**config.mk**
```make
export PLATFORM = sky130hd
export DESIGN_NAME = wdt_top
export DESIGN_NICKNAME = d
export VERILOG_FILES = /design/src/shared/wdt_pkg.sv /design/src/shared/wdt_cnt_if.sv /design/src/hw/wdt_counter.sv /design/src/hw/wdt_top.sv
export SDC_FILE = /design/constraint.sdc
export NUM_CORES = 1
export LEC_CHECK = 0
export ABC_AREA = 1
export BUFFER_PORTS_ARGS = -buffer_cell sky130_fd_sc_hd__buf_2
export CELL_PAD_IN_SITES_DETAIL_PLACEMENT = 1
export CELL_PAD_IN_SITES_GLOBAL_PLACEMENT = 1
export CORE_MARGIN = 2
export CORE_UTILIZATION = 40
export DETAILED_ROUTE_END_ITERATION = 16
export PLACE_DENSITY = 0.76
export SLEW_MARGIN = 10
export SYNTH_ARGS = -nofsm -noshare
export SYNTH_HDL_FRONTEND = slang
export SYNTH_SLANG_ARGS = --single-unit
```
**constraint.sdc**
```tcl
create_clock -name mclk -period 2.05 [get_ports mclk]
set_input_delay 0.205 -clock mclk [delete_from_list [all_inputs] [get_ports mclk]]
set_output_delay 0.205 -clock mclk [all_outputs]
set_load 0.05 [all_outputs]
```
**src/shared/wdt_pkg.sv**
```systemverilog
// holds constants and types shared by the watchdog design files
// assumes a single 10 MHz clock and a synchronous host I/O strobe bus
package wdt_pkg;
  // ==========================================================
  // register map
  localparam logic [15:0] CTRL_PORT      = 16'h0455;
  localparam int          ARM_BIT        = 7;
  localparam logic [7:0]  CTRL_RESET_VAL = 8'h00;
  localparam logic [6:0]  RESERVED_READ  = 7'h00;
  // ==========================================================
  // timing
  localparam int unsigned CLK_PERIOD_NS  = 100;
  localparam int unsigned TIMEOUT_NS     = 1100000000;
  localparam int unsigned TIMEOUT_CYCLES = TIMEOUT_NS / CLK_PERIOD_NS;
  localparam int unsigned HOLD_CYCLES    = 16;
  localparam int          COUNT_W        = 24;
  localparam int          HOLD_W         = 8;
  // ==========================================================
  // states, gray along idle -> armed -> firing
  typedef enum logic [1:0] {
    ST_IDLE   = 2'b00,
    ST_ARMED  = 2'b01,
    ST_FIRING = 2'b11
  } state_type;
endpackage

```
**src/shared/wdt_cnt_if.sv**
```systemverilog
// holds the link between watchdog control and its timeout counter
// assumes both ends run on the same clock
`timescale 1ns/1ps
interface wdt_cnt_if;
  import wdt_pkg::*;
  logic               clear;
  logic               run;
  logic               expired;
  logic [COUNT_W-1:0] count;
  modport ctl (output clear, output run, input expired, input count);
  modport tmr (input clear, input run, output expired, output count);
endinterface

```
**src/hw/wdt_counter.sv**
```systemverilog
// holds the watchdog timeout counter
// assumes clear and run come from logic on the same clock
`timescale 1ns/1ps
module wdt_counter #(
  parameter int unsigned LIMIT = wdt_pkg::TIMEOUT_CYCLES
) (
  input  wire logic mclk,
  input  wire logic rst,
  wdt_cnt_if.tmr    cnt
);
  import wdt_pkg::*;

  localparam logic [COUNT_W-1:0] LAST = COUNT_W'(LIMIT - 1);

  // ==========================================================
  // counter
  assign cnt.expired = cnt.run && (cnt.count == LAST);

  always_ff @(posedge mclk or posedge rst) begin
    if (rst) begin
      cnt.count <= '0;
    end else if (cnt.clear || !cnt.run || cnt.expired) begin
      cnt.count <= '0;
    end else begin
      cnt.count <= cnt.count + 1'b1;
    end
  end

  // ==========================================================
  // checks
  property p_expire_at_limit;
    @(posedge mclk) disable iff (rst)
      cnt.run && !cnt.clear && (cnt.count == LAST) |-> cnt.expired ##1 (cnt.count == '0);
  endproperty
  a_expire_at_limit: assert property (p_expire_at_limit)
    else $error("expiry not at the timeout count");

  property p_clear_restarts;
    @(posedge mclk) disable iff (rst)
      cnt.clear |=> (cnt.count == '0);
  endproperty
  a_clear_restarts: assert property (p_clear_restarts)
    else $error("clear did not restart the count");
endmodule

```
**src/hw/wdt_top.sv**
```systemverilog
// holds the I/O mapped watchdog control register and reset generator
// assumes host I/O strobes are one-cycle pulses synchronous to mclk
`timescale 1ns/1ps
// Contract
// - An armed watchdog that is not refreshed before timeout drives a board reset.
// - The timeout is nominally 1.1 s, allowed between 550 ms and 1.65 s.
// - With the firmware enable off the register is not decoded and no reset occurs.
// - Turning the firmware enable on leaves the watchdog disarmed until a write arms it.
// - Writing one to bit 7 of port 0x455 arms the watchdog.
// - Writing zero to bit 7 of port 0x455 disarms it so no reset follows.
// - Any read of port 0x455 refreshes the watchdog and restarts the timeout.
module wdt_top #(
  parameter int unsigned TIMEOUT = wdt_pkg::TIMEOUT_CYCLES,
  parameter int unsigned HOLD    = wdt_pkg::HOLD_CYCLES
) (
  input  wire logic        mclk,
  input  wire logic        rst,
  input  wire logic        cfg_enable,
  input  wire logic [15:0] io_addr,
  input  wire logic        io_rd,
  input  wire logic        io_wr,
  input  wire logic [7:0]  io_wdata,
  output logic      [7:0]  io_rdata,
  output logic             io_rdata_valid,
  output logic             board_reset,
  output logic             armed
);
  import wdt_pkg::*;

  // ==========================================================
  // decode
  function automatic logic port_hit(input logic [15:0] a, input logic en);
    port_hit = en && (a == CTRL_PORT);
  endfunction

  state_type         state;
  state_type         next_state;
  logic [HOLD_W-1:0] hold_cnt;
  logic              rd_hit;
  logic              wr_hit;
  logic              arm_wr;
  logic              disarm_wr;

  wdt_cnt_if cnt ();

  assign rd_hit    = io_rd && port_hit(io_addr, cfg_enable);
  assign wr_hit    = io_wr && port_hit(io_addr, cfg_enable);
  assign arm_wr    = wr_hit && io_wdata[ARM_BIT];
  assign disarm_wr = wr_hit && !io_wdata[ARM_BIT];

  // ==========================================================
  // counter control
  assign cnt.clear = arm_wr || rd_hit;
  assign cnt.run   = (state == ST_ARMED);

  wdt_counter #(
    .LIMIT (TIMEOUT)
  ) u_counter (
    .mclk (mclk),
    .rst  (rst),
    .cnt  (cnt)
  );

  // ==========================================================
  // state machine
  always_comb begin
    next_state = state;
    case (state)
      ST_IDLE: begin
        if (arm_wr) begin
          next_state = ST_ARMED;
        end
      end
      ST_ARMED: begin
        if (!cfg_enable) begin
          next_state = ST_IDLE;
        end else if (disarm_wr) begin
          next_state = ST_IDLE;
        end else if (cnt.expired && !rd_hit && !arm_wr) begin
          next_state = ST_FIRING;
        end
      end
      ST_FIRING: begin
        if (!cfg_enable || hold_cnt == HOLD_W'(HOLD - 1)) begin
          next_state = ST_IDLE;
        end
      end
      default: next_state = ST_IDLE;
    endcase
  end

  always_ff @(posedge mclk or posedge rst) begin
    if (rst) begin
      state <= ST_IDLE;
    end else begin
      state <= next_state;
    end
  end

  always_ff @(posedge mclk or posedge rst) begin
    if (rst) begin
      hold_cnt <= '0;
    end else if (state == ST_FIRING) begin
      hold_cnt <= hold_cnt + 1'b1;
    end else begin
      hold_cnt <= '0;
    end
  end

  assign board_reset = (state == ST_FIRING);
  assign armed       = (state == ST_ARMED);

  // ==========================================================
  // read data
  always_ff @(posedge mclk or posedge rst) begin
    if (rst) begin
      io_rdata       <= CTRL_RESET_VAL;
      io_rdata_valid <= 1'b0;
    end else begin
      io_rdata_valid <= rd_hit;
      io_rdata       <= rd_hit ? {armed, RESERVED_READ} : CTRL_RESET_VAL;
    end
  end

  // ==========================================================
  // checks
  property p_fire_needs_armed;
    @(posedge mclk) disable iff (rst)
      $rose(board_reset) |-> $past(state) == ST_ARMED && $past(cnt.expired);
  endproperty
  a_fire_needs_armed: assert property (p_fire_needs_armed)
    else $error("board reset without an armed expiry");

  property p_cfg_off_quiet;
    @(posedge mclk) disable iff (rst)
      !cfg_enable |=> !armed && !board_reset;
  endproperty
  a_cfg_off_quiet: assert property (p_cfg_off_quiet)
    else $error("watchdog active while firmware enable is off");

  property p_no_decode_off;
    @(posedge mclk) disable iff (rst)
      !cfg_enable |=> !io_rdata_valid;
  endproperty
  a_no_decode_off: assert property (p_no_decode_off)
    else $error("register answered while firmware enable is off");

  property p_enable_stays_disarmed;
    @(posedge mclk) disable iff (rst)
      $rose(cfg_enable) && !io_wr |=> !armed;
  endproperty
  a_enable_stays_disarmed: assert property (p_enable_stays_disarmed)
    else $error("enabling armed the watchdog");

  property p_arm_write;
    @(posedge mclk) disable iff (rst)
      arm_wr && state == ST_IDLE |=> armed && (cnt.count == '0);
  endproperty
  a_arm_write: assert property (p_arm_write)
    else $error("arm write did not arm");

  property p_disarm_write;
    @(posedge mclk) disable iff (rst)
      disarm_wr && state == ST_ARMED |=> (!armed && !board_reset) ##1 !board_reset;
  endproperty
  a_disarm_write: assert property (p_disarm_write)
    else $error("disarm write left the watchdog live");

  property p_read_refresh;
    @(posedge mclk) disable iff (rst)
      rd_hit && armed && cfg_enable && !io_wr |=> cnt.count == '0 && !board_reset;
  endproperty
  a_read_refresh: assert property (p_read_refresh)
    else $error("read did not refresh the watchdog");

  property p_read_data;
    @(posedge mclk) disable iff (rst)
      rd_hit |=> io_rdata_valid && io_rdata[6:0] == RESERVED_READ
        && io_rdata[ARM_BIT] == $past(armed);
  endproperty
  a_read_data: assert property (p_read_data)
    else $error("control read returned wrong data");

  property p_arm_clears;
    @(posedge mclk) disable iff (rst)
      arm_wr |=> cnt.count == '0;
  endproperty
  a_arm_clears: assert property (p_arm_clears)
    else $error("arming did not clear the counter");
endmodule

```
==> impl_metrics.toml <==
[timing]
setup_tns_ns = 0
min_period_ns = 1.70
slew_violations = 0
finalSetupViolCount = 0
clock_skew_ns = 0.00534
fin_crit_sh_pct = 82.9
clock.fmax_mhz = 589
hold_violations = 0
rsz0062_at_grt = "false"

[critical_path]
cp-end-kind = "register"
crit_chain = "ha_1 -> nand3_2 -> nor2_4 -> nand3_1 -> nor2_1 -> nor2_2 -> nand3_4 -> nor3_1"
critical-path-top-delay-family = "simple AND/OR/NAND/NOR gates"
crit_buf_inv = 0
critPathLaunchType = "register"
required_ns = 2.25
cp_slowest_cell = "dfrtp_1"
cp_max_fo = 24
crit_type = "register to register"
cp.arrival_ns = 1.89
max_stage_delay_ns = 0.40

[clock_network]
post_cts_resized = 0
clockBufferDepth = 2
htree_levels = 2
root_buffer = "clkbuf_8"
clock_latency_ns = 0.29
path_clk_slew_ns = 0.07
cts-hold-fix-buffers = 0
cts_setup_buffers = 0
cts_tree = "yes"
cts_buffers = 5
cts.sinks = 36

[grt]
grt-ovfl-total = 0
grt_pass1_vias = 1856
antenna_found_initial = 0
grt_max_degree = 37
grt_usage_pct = 17.7
grt_pass1_wl_um = 8260

[route]
routedWlPerCell_um = 12.3
drc = 0
drt_iter0_markers = 49
via_per_inst = 4.74
antenna_left = 0
drt-pass1-iter-count = 4
wl_um = 4540
vias = 1752

[synth]
syn_inst = 270
synth_cell_types = 27
yosysSeqAreaShare_pct = 42.8
synth-main-ff-cell = "dfrtp_1"
synth_top_area_cell = "dfrtp_1"
synth_area_sq_um = 2100
ys_ff_latch = 36
synth.avg_cell_area_sq_um = 7.79
synth_enable_flop_cells = 0
yosys-top-cells-area = "dfrtp_1 43%, nor2_1 8.6%, inv_1 7.7%"
yosysWarningCount = 0
ys_async_sr_fraction_pct = 100
netlist.area_leader.share_pct = 42.8

[job]
max_cap_viol_count = 0

[floorplan]
die_area_sq_um = 5850
io_pins = 40
start_util_pct = 41.4
fp.dieH_um = 76.5
die_w_um = 76.5
core_sq_um = 5070
core.rowCount = 26

[finish]
n_antenna_cell = 0
drive_above_1_share_pct = 18.3
fin_nets = 331
syn2layout_area_growth_pct = 11.7
final_util_pct = 46.3

[status]
status = "complete, no violations"

[power_and_ir_drop]
p_leak_nw = 1.12
vdd_ir_drop_max_v = 0.000236
p_per_area_nw_per_um2 = 574

[place]
place.gp.congestion = 0.779
numPortBuffers = 25
dpl.hpwl_um = 3560

[min_path]
hp-class = "input pin to async pin"
## final cells by class
cell class / count / area, sq um
fillers: 678 / 2730
multi-input cells: 186 / 981
flip-flops and latches: 36 / 901
inverters: 45 / 169
repair buffers: 26 / 133
well taps: 70 / 87.6
clock buffers: 6 / 72.6
clock inverters: 1 / 5.00
## cell usage in the layout (no fill, tap or decap), drive strengths merged, types with 6 or more instances in the layout
cell / instances
nand3: 19
a21oi: 8
conb: 7
nand4: 8
dfrtp: 36
nor3: 18
xor2: 11
inv: 45
buf: 26
nand2: 46
nor2: 56
clkbuf: 6
## through the flow
step	hold slack, ns	cell area, sq um	power, mW	worst slack [ns]	instances
2_1_floorplan	0.372	2130	0.863	0.588	276
5_1_grt	0.0751	2350	1.41	0.112	370
4_1_cts	0.0294	2350	1.37	0.310	370
3_5_place_dp	0.344	2270	0.889	0.315	363
3_3_place_gp	0.337	2270	0.884	0.400	363
6_report	0.0204	2350	1.35	0.351	370
## cells in the mapped netlist, drive strengths merged, types with 2 or more instances
library cell / number
inv: 45
nand2: 46
nor3: 18
nor2: 56
o21ai: 3
a21oi: 8
buf: 9
xnor2: 3
xor2: 11
dfrtp: 36
ha: 2
nand3: 19
nand4: 8
nor4: 3
## worst reg2reg max path: stages (launching register included)
cell and delay, ns:
dfrtp_1 0.40, ha_1 0.25, nand3_2 0.14, nor2_4 0.06
nand3_1 0.08, nor2_1 0.06, nor2_2 0.12, nand3_4 0.27
nor3_1 0.24
## worst paths after layout
path,from,end,slack (ns),cells past startpoint
max in group asynchronous,rst,u_counter.cnt.count[5],1.70,3
worst max-delay path,u_counter.cnt.count[0],u_counter.cnt.count[6],0.35,8
worst max register to register,u_counter.cnt.count[0],u_counter.cnt.count[6],0.35,8
worst min-delay path,rst,hold_cnt[2],0.02,3
worst min register to register,u_counter.cnt.count[0],u_counter.cnt.count[0],0.46,1
min in group mclk,io_rd,io_rdata_valid,0.31,3
## cell families after synthesis
| kind of cell | synth area share [%] |
|---|---|
| AOI/OAI and AO/OA | 2.91 |
| buffers and inverters | 11.6 |
| DFF | 42.8 |
| adders and majority gates | 1.19 |
| xor gates and xnor gates | 5.83 |
| other | 0.178 |
| and+or+nand+nor | 35.5 |
## report_power, final
part           switching [mW]  total, mW  internal (mW)
clock                   0.245      0.477          0.231
sequential            0.00485      0.722          0.717
combinational           0.113      0.150         0.0362
total                   0.364       1.35          0.984
## sequential cells by signal (all words and copies together), names as in the netlist
signal	count
io_rdata_valid	1
u_counter.cnt.count	24
io_rdata	1
hold_cnt	8
state	2
## routing by layer
| layer | routed length, um | vias to the layer above | track usage (%) |
|---|---|---|---|
| li1 | - | 886 | - |
| met1 | 2240 | 825 | 22.9 |
| met2 | 2040 | 34 | 29.1 |
| met3 | 197 | 7 | 4.15 |
| met4 | 68 | 0 | 6.00 |
| met5 | 0 | - | 0 |
No activity file was read; power rests on OpenSTA's default activity.
